### src/hw/atpwm_pkg.sv
// Shared constants for the async timer and up/down PWM corner logic
package atpwm_pkg;
	localparam int CLK_MHZ = 250;
	// Crystal-driven timer
	localparam int BYTE_W = 8;
	localparam logic [7:0] BYTE_RST = 8'h00;
	localparam logic [7:0] BYTE_JUNK = 8'hA5; // Pattern standing for undefined contents
	// Oscillator settle time, one second
	localparam int SETTLE_MS = 1000;
	localparam longint SETTLE_CYC = longint'(SETTLE_MS) * 1000 * CLK_MHZ;
	// Wide timer
	localparam int WIDE_W = 16;
	localparam logic [15:0] WIDE_RST = 16'h0000;
	localparam logic [2:0] CS_STOP = 3'h0;
	localparam logic [2:0] CS_DIRECT = 3'h1;
	// Power states
	typedef enum logic [1:0] {ATPWM_RUN, ATPWM_SAVE, ATPWM_DOWN} atpwm_pwr_e;
endpackage

### src/hw/atpwm_sync.sv
// Two-flop synchroniser with edge pulse for the crystal input
module atpwm_sync (
	input wire logic clk_sys,
	input wire logic srst,
	input wire logic din,
	output logic rise
);
	logic s1;
	logic s2;
	logic s3;
	logic next_s1;
	logic next_s2;
	logic next_s3;
	// Next values; s1 feeds s2, s2 feeds s3
	always_comb begin
		next_s1 = din;
		next_s2 = s1;
		next_s3 = s2;
	end
	always_ff @(posedge clk_sys) begin
		if (srst) begin
			s1 <= 1'b0;
			s2 <= 1'b0;
			s3 <= 1'b0;
		end else begin
			s1 <= next_s1;
			s2 <= next_s2;
			s3 <= next_s3;
		end
	end
	assign rise = s2 & ~s3;
endmodule

### src/hw/atpwm_top.sv
// Async byte timer with sleep behaviour and 16-bit up/down PWM
// Functional notes
// With async clocking selected the crystal oscillator runs in every state except power-down.
// Software waits at least one second after power-up or power-down exit before using the async timer.
// Leaving power-down leaves every async timer register undefined, crystal or external clock alike.
// With async select at 0, waking from power-save leaves the async timer registers undefined.
// Compare equal to top with clock select 001 gives no PWM pulse at all.
// Compare equal to top with a prescaled clock drives the PWM output active at top.
// In that prescaled case the down match waits for the next top, giving a one-period pulse.
module atpwm_top #(
	parameter longint SETTLE_CYCLES = atpwm_pkg::SETTLE_CYC
) (
	input wire logic clk_sys,
	input wire logic srst,
	input wire logic [1:0] power_state,
	input wire logic async_clock_select,
	input wire logic timer_crystal_input,
	input wire logic byte_load,
	input wire logic [7:0] byte_load_value,
	input wire logic [2:0] wide_timer_clock_select,
	input wire logic [15:0] wide_top,
	input wire logic [15:0] wide_compare,
	input wire logic wide_prescale_tick,
	output logic osc_running,
	output logic osc_settled,
	output logic [7:0] async_byte_count,
	output logic [15:0] wide_count,
	output logic pwm_out
);
	atpwm_pkg::atpwm_pwr_e pwr;
	atpwm_pkg::atpwm_pwr_e prev_pwr;
	logic xtal_rise;
	logic [39:0] settle_cnt;
	logic [39:0] next_settle_cnt;
	logic [7:0] next_byte;
	logic next_osc_settled;
	logic wake_down;
	logic wake_save;

	always_comb begin
		case (power_state)
			2'h1: pwr = atpwm_pkg::ATPWM_SAVE;
			2'h2: pwr = atpwm_pkg::ATPWM_DOWN;
			default: pwr = atpwm_pkg::ATPWM_RUN;
		endcase
	end

	// Crystal input crosses in through two flops
	atpwm_sync u_sync (
		.clk_sys(clk_sys),
		.srst(srst),
		.din(timer_crystal_input),
		.rise(xtal_rise)
	);

	// Oscillator runs only with async clocking selected, and then stops only in power-down
	assign osc_running = async_clock_select & (pwr != atpwm_pkg::ATPWM_DOWN);
	assign wake_down = (prev_pwr == atpwm_pkg::ATPWM_DOWN) && (pwr != atpwm_pkg::ATPWM_DOWN);
	assign wake_save = (prev_pwr == atpwm_pkg::ATPWM_SAVE) && (pwr == atpwm_pkg::ATPWM_RUN);

	// Byte timer and settle counter next values
	always_comb begin
		next_byte = async_byte_count;
		next_settle_cnt = settle_cnt;
		next_osc_settled = osc_settled;
		if (!osc_running) begin
			next_settle_cnt = '0;
			next_osc_settled = 1'b0;
		end else if (!osc_settled) begin
			// Status only; waiting on it is software's job
			next_settle_cnt = settle_cnt + 40'h1;
			next_osc_settled = (settle_cnt + 40'h1) >= 40'(SETTLE_CYCLES);
		end
		if (wake_down) begin
			next_byte = atpwm_pkg::BYTE_JUNK;
		end else if (wake_save && !async_clock_select) begin
			next_byte = atpwm_pkg::BYTE_JUNK;
		end else if (byte_load) begin
			next_byte = byte_load_value;
		end else if (osc_running && xtal_rise) begin
			next_byte = async_byte_count + 8'h01;
		end
	end
	always_ff @(posedge clk_sys) begin
		if (srst) begin
			async_byte_count <= atpwm_pkg::BYTE_RST;
			settle_cnt <= '0;
			osc_settled <= 1'b0;
			prev_pwr <= atpwm_pkg::ATPWM_RUN;
		end else begin
			async_byte_count <= next_byte;
			settle_cnt <= next_settle_cnt;
			osc_settled <= next_osc_settled;
			prev_pwr <= pwr;
		end
	end

	// Up/down PWM
	logic dir_down;
	logic next_dir_down;
	logic [15:0] next_wide;
	logic next_pwm;
	logic arm_down;
	logic next_arm_down;
	logic step;
	logic at_top;
	logic eq_top;
	logic direct;

	assign direct = (wide_timer_clock_select == atpwm_pkg::CS_DIRECT);
	assign step = direct | ((wide_timer_clock_select != atpwm_pkg::CS_STOP) & wide_prescale_tick);
	assign at_top = (wide_count == wide_top);
	assign eq_top = (wide_compare == wide_top);

	always_comb begin
		next_wide = wide_count;
		next_dir_down = dir_down;
		next_pwm = pwm_out;
		next_arm_down = arm_down;
		if (step) begin
			if (!dir_down) begin
				if (wide_count + 16'h1 >= wide_top) begin
					next_wide = wide_top;
					next_dir_down = 1'b1;
				end else begin
					next_wide = wide_count + 16'h1;
				end
			end else if (wide_count <= 16'h1) begin
				next_wide = 16'h0;
				next_dir_down = 1'b0;
			end else begin
				next_wide = wide_count - 16'h1;
			end
			if (eq_top) begin
				if (direct) begin
					next_pwm = 1'b0; // Up and down matches coincide
					next_arm_down = 1'b0;
				end else if (next_wide == wide_top) begin
					// Entering top: first arrival sets, the following one clears
					if (arm_down) begin
						next_pwm = 1'b0;
						next_arm_down = 1'b0;
					end else begin
						next_pwm = 1'b1;
						next_arm_down = 1'b1;
					end
				end
			end else begin
				next_arm_down = 1'b0;
				if (next_wide == wide_compare) begin
					next_pwm = ~next_dir_down;
				end
			end
		end
	end
	always_ff @(posedge clk_sys) begin
		if (srst) begin
			wide_count <= atpwm_pkg::WIDE_RST;
			dir_down <= 1'b0;
			pwm_out <= 1'b0;
			arm_down <= 1'b0;
		end else begin
			wide_count <= next_wide;
			dir_down <= next_dir_down;
			pwm_out <= next_pwm;
			arm_down <= next_arm_down;
		end
	end

	// Steps spent high, so a pulse can be measured against top even with a gappy prescaler
	logic [16:0] hi_steps;
	logic [16:0] next_hi_steps;
	always_comb begin
		next_hi_steps = 17'h0;
		if (pwm_out) begin
			next_hi_steps = step ? hi_steps + 17'h1 : hi_steps;
		end
	end
	always_ff @(posedge clk_sys) begin
		if (srst) begin
			hi_steps <= 17'h0;
		end else begin
			hi_steps <= next_hi_steps;
		end
	end

	// Checks
	chk_xtal_count: assert property (@(posedge clk_sys) disable iff (srst)
		(osc_running && xtal_rise && !byte_load && !wake_down && !wake_save)
		|=> (async_byte_count == $past(async_byte_count) + 8'h01)) else $error("crystal edge not counted");
	chk_xtal_refused: assert property (@(posedge clk_sys) disable iff (srst)
		(!osc_running && !byte_load && !wake_down && !wake_save) |=> $stable(async_byte_count))
		else $error("count moved while stopped");
	chk_settle_time: assert property (@(posedge clk_sys) disable iff (srst)
		$rose(osc_settled) |-> (settle_cnt == 40'(SETTLE_CYCLES))) else $error("settle flag at wrong count");
	chk_down_wait: assert property (@(posedge clk_sys) disable iff (srst)
		(pwm_out && eq_top && !direct && !(step && next_wide == wide_top)) |=> pwm_out)
		else $error("down match cleared output");
	chk_period_steps: assert property (@(posedge clk_sys) disable iff (srst)
		($fell(pwm_out) && eq_top && !direct && $stable(wide_top) && wide_top > 16'h1)
		|-> (hi_steps == {wide_top, 1'b0})) else $error("pulse not one period");
	chk_osc_down_stop: assert property (@(posedge clk_sys) disable iff (srst)
		(pwr == atpwm_pkg::ATPWM_DOWN) |-> !osc_running) else $error("osc runs in power-down");
	chk_osc_run_on: assert property (@(posedge clk_sys) disable iff (srst)
		(async_clock_select && pwr != atpwm_pkg::ATPWM_DOWN) |-> osc_running) else $error("osc stopped");
	chk_wake_down_junk: assert property (@(posedge clk_sys) disable iff (srst)
		wake_down |=> (async_byte_count == atpwm_pkg::BYTE_JUNK)) else $error("no junk after down");
	chk_wake_save_junk: assert property (@(posedge clk_sys) disable iff (srst)
		(wake_save && !async_clock_select && !wake_down) |=> (async_byte_count == atpwm_pkg::BYTE_JUNK))
		else $error("no junk after save");
	chk_settle_clear: assert property (@(posedge clk_sys) disable iff (srst)
		!osc_running |=> !osc_settled) else $error("settled while stopped");
	chk_direct_no_pulse: assert property (@(posedge clk_sys) disable iff (srst)
		(step && direct && eq_top) |=> !pwm_out) else $error("pulse at direct clock");
	chk_top_set: assert property (@(posedge clk_sys) disable iff (srst)
		(step && !direct && eq_top && !arm_down && next_wide == wide_top) |=> pwm_out)
		else $error("no set at top");
	chk_hold_period: assert property (@(posedge clk_sys) disable iff (srst)
		($rose(pwm_out) && eq_top && !direct && $stable(wide_compare) && $stable(wide_top) && wide_top > 16'h1)
		|=> pwm_out) else $error("pulse ended early");
endmodule

### config.mk
export PLATFORM = sky130hd
export DESIGN_NAME = atpwm_top
export DESIGN_NICKNAME = d
export VERILOG_FILES = /design/src/hw/atpwm_pkg.sv /design/src/hw/atpwm_sync.sv /design/src/hw/atpwm_top.sv
export SDC_FILE = /design/constraint.sdc
export NUM_CORES = 1
export LEC_CHECK = 0
export BUFFER_PORTS_ARGS = -buffer_cell sky130_fd_sc_hd__buf_2
export CAP_MARGIN = 20
export CORE_ASPECT_RATIO = 1.2
export CORE_MARGIN = 5
export CORE_UTILIZATION = 40
export CTS_BUF_LIST = sky130_fd_sc_hd__clkbuf_2 sky130_fd_sc_hd__clkbuf_4 sky130_fd_sc_hd__clkbuf_8
export CTS_CLUSTER_DIAMETER = 100
export DETAILED_ROUTE_END_ITERATION = 10
export GPL_TIMING_DRIVEN = 0
export PLACE_DENSITY = 0.63
export SKIP_LAST_GASP = 1
export SYNTH_ARGS = -nofsm -noshare
export SYNTH_HDL_FRONTEND = slang
export SYNTH_HIERARCHICAL = 1
export SYNTH_SLANG_ARGS = --single-unit
### constraint.sdc
create_clock -name clk_sys -period 11.32 [get_ports clk_sys]
set_input_delay 1.132 -clock clk_sys [delete_from_list [all_inputs] [get_ports clk_sys]]
set_output_delay 1.132 -clock clk_sys [all_outputs]
set_load 0.005 [all_outputs]
Word-level counts from Yosys, hierarchy flattened
Index checks and enable logic that the tools add are counted.
{ "op_classes": {"add_sub_neg": 4, "n_reduce_logical": 14, "eq_ne": 10, "muxes": 20, "order_cmp": 3, "bitwise": 7} }
{ "ops": {"columns": ["cell", "count"], "rows": [
  ["16-bit 2-to-1 mux", 4],
  ["16-bit == test", 3],
  ["40-bit by 1-bit adder with 40-bit output (second input constant)", 1],
  ["40-bit by 28-bit greater-or-equal comparator with 1-bit output (second input constant)", 1],
  ["8-bit 2-to-1 mux", 4],
  ["16-bit by 1-bit adder with 16-bit output (second input constant)", 1],
  ["16-bit greater-or-equal comparator", 1],
  ["16-bit by 1-bit less-or-equal comparator with 1-bit output (second input constant)", 1],
  ["16-bit by 1-bit subtractor with 16-bit output (second input constant)", 1],
  ["1-bit 2-to-1 mux", 11],
  ["8-bit by 1-bit adder with 8-bit output (second input constant)", 1],
  ["2-bit by 1-bit == test with 1-bit output (second input constant)", 2],
  ["2-bit == test (second input constant)", 2],
  ["1-bit logical AND", 4],
  ["2-bit case mux with 2 select lines", 1],
  ["2-bit nonzero test", 2],
  ["4-bit nonzero test", 1],
  ["1-bit bitwise AND", 3],
  ["3-bit by 1-bit == test with 1-bit output (second input constant)", 1],
  ["3-bit by 1-bit inequality test with 1-bit output (second input constant)", 1],
  ["1-bit inverter", 3],
  ["3-bit AND reduction", 1],
  ["3-bit nonzero test", 1],
  ["3-bit OR reduction", 1],
  ["other kinds (6)", 6]
]} }
{ "word_totals": {"output_inout_bits": 27, "input_bits": 51, "wordCells": 70, "register_bits": 73} }

Longest topological paths before layout
{ "depth": {"depth_word": 9, "depth_mapped": 18, "ltp_nobuf": 16} }

Hierarchy
The synthesis kept the hierarchy.
{ "modules_own_cells": {"columns": ["module", "n_inst", "area_per_inst_um2", "cells_per_inst", "seq_area_each_um2"], "rows": [
  ["atpwm_top", 1, 6532.5, 898, 1401.3],
  ["atpwm_sync", 1, 87.6, 7, 60.1]
]} }

Worst setup path after synthesis
No wires, ideal clock.
{ "synth_path": {"kind": "flip-flop to flip-flop", "from": "register wide_count[5]", "to": "register pwm_out", "t_arrival_ns": 4.214, "period_less_slack_ns": 4.338, "setup_time_ns": 0.123, "stages_incl_launch_ff": 17, "required_time_ns": 11.197, "path_buffers": 2, "path_slack_ns": 6.982, "path_cell_list": "dfxtp_1 -> buf_2 -> nand4_2 -> or4_1 -> xor2_1 -> inv_1 -> ha_1 -> a211oi_1 -> o221a_2 -> clkbuf_1 -> a31oi_1 -> a221oi_1 -> xor2_1 -> nand4_1 -> nor4_1 -> o22ai_1 -> mux2_1"} }
{ "synth_between": {"elab_chain_len": 8, "word_cells_on_any_way": 20, "cone_classes": "add/sub (2); order compare (2); eq/ne (3); mux (10); bitwise (1); reduce/logical (2)"} }
{ "synth_lines": {"columns": ["item", "line", "rtl"], "rows": [
  ["from (decl)", "atpwm_top.sv:27", "output logic [15:0] wide_count,"],
  ["from (signal assigned)", "atpwm_top.sv:158", "wide_count <= atpwm_pkg::WIDE_RST;"],
  ["from (signal assigned)", "atpwm_top.sv:163", "wide_count <= next_wide;"],
  ["16-bit by 1-bit adder with 16-bit output", "atpwm_top.sv:122, atpwm_top.sv:126", null],
  ["16-bit greater-or-equal comparator", "atpwm_top.sv:122", "if (wide_count + 16'h1 >= wide_top) begin"],
  ["16-bit 2-to-1 mux or 1-bit 2-to-1 mux (tied branches)", "atpwm_top.sv:122", null],
  ["16-bit 2-to-1 mux or 1-bit 2-to-1 mux (tied branches)", "atpwm_top.sv:121", "if (!dir_down) begin"],
  ["16-bit 2-to-1 mux or 1-bit 2-to-1 mux (tied branches)", "atpwm_top.sv:120", "if (step) begin"],
  ["16-bit == test (tied with other cells)", "atpwm_top.sv:138", "end else if (next_wide == wide_top) begin"],
  ["3-bit by 1-bit inequality test with 1-bit output (no source line) (tied with other cells)", null, null],
  ["3-bit AND reduction (no source line) or 1-bit 2-to-1 mux (tied branches)", null, null],
  ["to (signal assigned)", "atpwm_top.sv:165", "pwm_out <= next_pwm;"],
  ["to (decl)", "atpwm_top.sv:28", "output logic pwm_out"]
]} }
Parallel ways exist; a longest one is shown, timed or not. The select of a mux whose other input is x is not followed.
A chain may end at the register's enable or synchronous reset.

Worst setup path after layout
{ "layout_path": {"from": "register wide_count[0]", "to": "register pwm_out"} }
Same word-level chain as after synthesis.

==> results.sh <==
export IMPL_status="complete, no violations"
export IMPL_synth_top_family_by_area="simple AND/OR/NAND/NOR gates"
export IMPL_grt_overflow=0
export IMPL_rr_startpoint="wide_count[0]$_SDFFE_PP0P_"
export IMPL_ctsResizeCount=0
export IMPL_hold_violations=0
export IMPL_synth_xor_xnor_area_share_pct=11.77
export IMPL_critical_path_depth=17
export IMPL_grt_max_degree=12
export IMPL_ff2ff_setup_slack_ps=5260
export IMPL_clock_latency_ps=350
export IMPL_ant_nets=0
export IMPL_core_area_um2=16270
export IMPL_viasPerCell=6.092
export IMPL_rows=51
export IMPL_p_leak_nw=2.808
export IMPL_post_drt_wl_per_cell_um=20.65
export IMPL_synthCells=905
export IMPL_cts_sinks=73
export IMPL_firstDrtPassIters=5
export IMPL_start_kind="flop"
export IMPL_yosysWarnings=6
export IMPL_synthesis_area_um2=6620
export IMPL_fin_util_pct=45.61
export IMPL_die_area_um2=19230
export IMPL_routed_wl_um=24820
export IMPL_critPathKind="flop to flop"
export IMPL_gp_congestion=1.006
export IMPL_synth_nets=980
export IMPL_vias=7323
export IMPL_cts_buffer_depth=2
export IMPL_area_growth_syn_to_layout_pct=12.10
export IMPL_fmax_mhz=165.1
export IMPL_synth_compound_area_share_pct=24.00
export IMPL_synth_edff_count=0
export IMPL_hold_path_class="flop to flop"
export IMPL_startpoint="wide_count[0]$_SDFFE_PP0P_"
export IMPL_drc=0
export IMPL_hold_depth=1
export IMPL_end_kind="flop"
export IMPL_power_per_cell_area_nw_per_um2=108.8
export IMPL_grt_use_total_pct=25.32
export IMPL_synth_simple_area_share_pct=29.52
export IMPL_ios=78
export IMPL_drtIter0Drc=731
export IMPL_htreeDepth=3
export IMPL_finalCriticalPeriod_ps=6057
export IMPL_clkTransAtPathRegs_ps=70
export IMPL_start_util_pct=40.68
export IMPL_setup_violations=0
export IMPL_r2r_cells=17
export IMPL_drv_cap=0
export IMPL_cts_buffers=9
export IMPL_fin_crit_sh_pct=53.51
export IMPL_cts_tree="built"
export IMPL_clock_skew_ps=14.58
export IMPL_synth_top_flop_cell="dfxtp_1"
export IMPL_path_max_fanout=10
export IMPL_die_h_um=150.9
export IMPL_synth_async_reset_ratio_pct=0
export IMPL_die_w_um=127.4
export IMPL_critPathRequiredTime_ps=11560
export IMPL_crit_chain="clkbuf_1 -> and4_1 -> nand2_1 -> xor2_1 -> inv_1 -> ha_1 -> a21oi_1 -> o221ai_1 -> and2_1 -> clkbuf_1 -> nor3_4 -> mux2i_1 -> a2111oi_0 -> nand4_1 -> nor4_1 -> o22ai_1 -> mux2_1"
export IMPL_critical_path_arrival_ps=6290
export IMPL_setup_tns_ps=0
export IMPL_cpMostUsedCell="clkbuf_1"
export IMPL_ys_seq_elements=73
export IMPL_final_nets=1061
export IMPL_hold_slack_ps=446.7
export IMPL_port_buffers=69
export IMPL_whs_endpoint="u_sync/next_s3$_SDFF_PP0_"
export IMPL_fillers=1745
export IMPL_crit_slowest_cell="a2111oi_0"
export IMPL_irDropWorstVdd_mv=0.04814
export IMPL_postCtsSetupRepairBufs=0
export IMPL_critPathMaxStageDelay_ps=600
export IMPL_antenna_found_initial=0
export IMPL_grt_pass1_vias=6930
export IMPL_min_delay_start="u_sync/next_s2$_SDFF_PP0_"
export IMPL_critical_path_top_delay_family="simple AND/OR/NAND/NOR gates"
export IMPL_rsz0062_at_grt="false"
export IMPL_ctsRootBufferMaster="clkbuf_8"
export IMPL_path_buf_inv=3
export IMPL_synth_mux_area_share_pct=1.796
export IMPL_insertedDiodeCount=0
export IMPL_synth_cell_types=86
export IMPL_report_final_slew_viol_count=0
export IMPL_final_layout_size_suffix_gt1_share_pct=12.73
export IMPL_yosysSeqAreaShare_pct=22.08
export IMPL_dp_hpwl_um=19480
export IMPL_reg2reg_to="pwm_out$_SDFFE_PP0P_"
export IMPL_maxSlewHeadroom_pct=33.27
export IMPL_cts_hold_buf=0
export IMPL_tightest_slew_ps=996.3
export IMPL_synthAdderAreaFrac_pct=4.536
export IMPL_avgSynthCellArea_um2=7.315
export IMPL_grt_pass1_wl_um=38090
cells by family (layout without fill, tap and decap cells):
logic type | count (synthesis) | after routing
AOI/OAI and AO/OA | 229 | 229
xor gates and xnor gates | 89 | 89
adders and majority gates | 24 | 24
buffers and inverters | 102 | 187
DFF | 73 | 73
muxes | 11 | 11
and+or+nand+nor | 377 | 377
per-layer routing:
layer | GRT usage [%] | wire [µm] | up-vias | part of all wire, %
met4 | 17.70 | 1708 | 0 | 6.9
met2 | 42.60 | 11750 | 334 | 47
li1 | - | - | 3494 | -
met3 | 3.739 | 1448 | 92 | 5.8
met1 | 29.48 | 9907 | 3403 | 40
met5 | 0 | 0 | - | 0
placed cells by master, fill, tap and decap left out, types with 24 or more instances in the layout:
master / instances
xnor2_1: 50
nand4_1: 36
nor3_1: 32
dfxtp_1: 73
clkbuf_1: 43
o21ai_0: 43
buf_2: 82
nand3_1: 37
xor2_1: 39
nand2_1: 66
ha_1: 24
inv_1: 43
a21oi_1: 51
nor2_1: 106
metrics by stage:
step | worst slack, ps | std cells | power [W] | cell area, µm²
3_3_place_gp | 5329 | 1186 | 0.0006138 | 7231
3_5_place_dp | 5411 | 1186 | 0.0006104 | 7231
5_1_grt | 5075 | 1202 | 0.0008466 | 7421
6_report | 5263 | 1202 | 0.0008071 | 7421
4_1_cts | 5405 | 1201 | 0.0008035 | 7416
2_1_floorplan | 6982 | 905 | 0.0004986 | 6620
registers in the layout, indices dropped and copies added (netlist names):
register and count:
settle_cnt 40, wide_count 16, async_byte_count 8, prev_pwr 2, arm_down 1, dir_down 1
osc_settled 1, pwm_out 1, u_sync/next_s2 1, u_sync/next_s3 1, u_sync/s3 1
final cells by class:
type | count | area, µm² | area share (%)
clock buffers | 13 | 172.7 | 2.327
flip-flops and latches | 73 | 1461 | 19.69
plain buffers | 59 | 255.2 | 3.440
well taps | 212 | 265.3 | 3.574
repair buffers | 70 | 350.3 | 4.721
inverters | 43 | 161.4 | 2.175
multi-input cells | 730 | 4742 | 63.90
clock inverters | 2 | 12.51 | 0.1686
synthesized netlist by cell type (32+ instances only):
cell type | instances | share of area, %
nor2_1 | 106 | 6.0
dfxtp_1 | 73 | 22
nand2_1 | 66 | 3.7
a21oi_1 | 51 | 3.9
xnor2_1 | 50 | 6.6
clkbuf_1 | 43 | 2.4
inv_1 | 43 | 2.4
o21ai_0 | 43 | 3.3
xor2_1 | 39 | 5.2
nand3_1 | 37 | 2.8
nand4_1 | 36 | 3.4
nor3_1 | 32 | 2.4
how the worst max path moves through the flow:
stage | endpoint | slack [ps]
floorplan | pwm_out$_SDFFE_PP0P_ | 6980
global placement | pwm_out$_SDFFE_PP0P_ | 5330
detailed placement | pwm_out$_SDFFE_PP0P_ | 5410
CTS | pwm_out$_SDFFE_PP0P_ | 5400
global route | pwm_out$_SDFFE_PP0P_ | 5070
finish | pwm_out$_SDFFE_PP0P_ | 5260
worst reg2reg max path, cell delays in order (launching register included):
cell	delay, ps
dfxtp_1	530
clkbuf_1	470
and4_1	380
nand2_1	110
xor2_1	330
inv_1	120
ha_1	310
a21oi_1	160
o221ai_1	260
and2_1	250
clkbuf_1	220
nor3_4	510
mux2i_1	320
a2111oi_0	600
nand4_1	320
nor4_1	540
o22ai_1	190
mux2_1	330
where the power goes:
group,leakage (nW),internal [W],switching (W)
combinational,2.12,0.000117,0.000220
sequential,0.594,0.000267,0.0000134
clock,0.0949,0.0000985,0.0000922
total,2.81,0.000482,0.000325
Note: power is estimated with default switching activity, not from simulation.
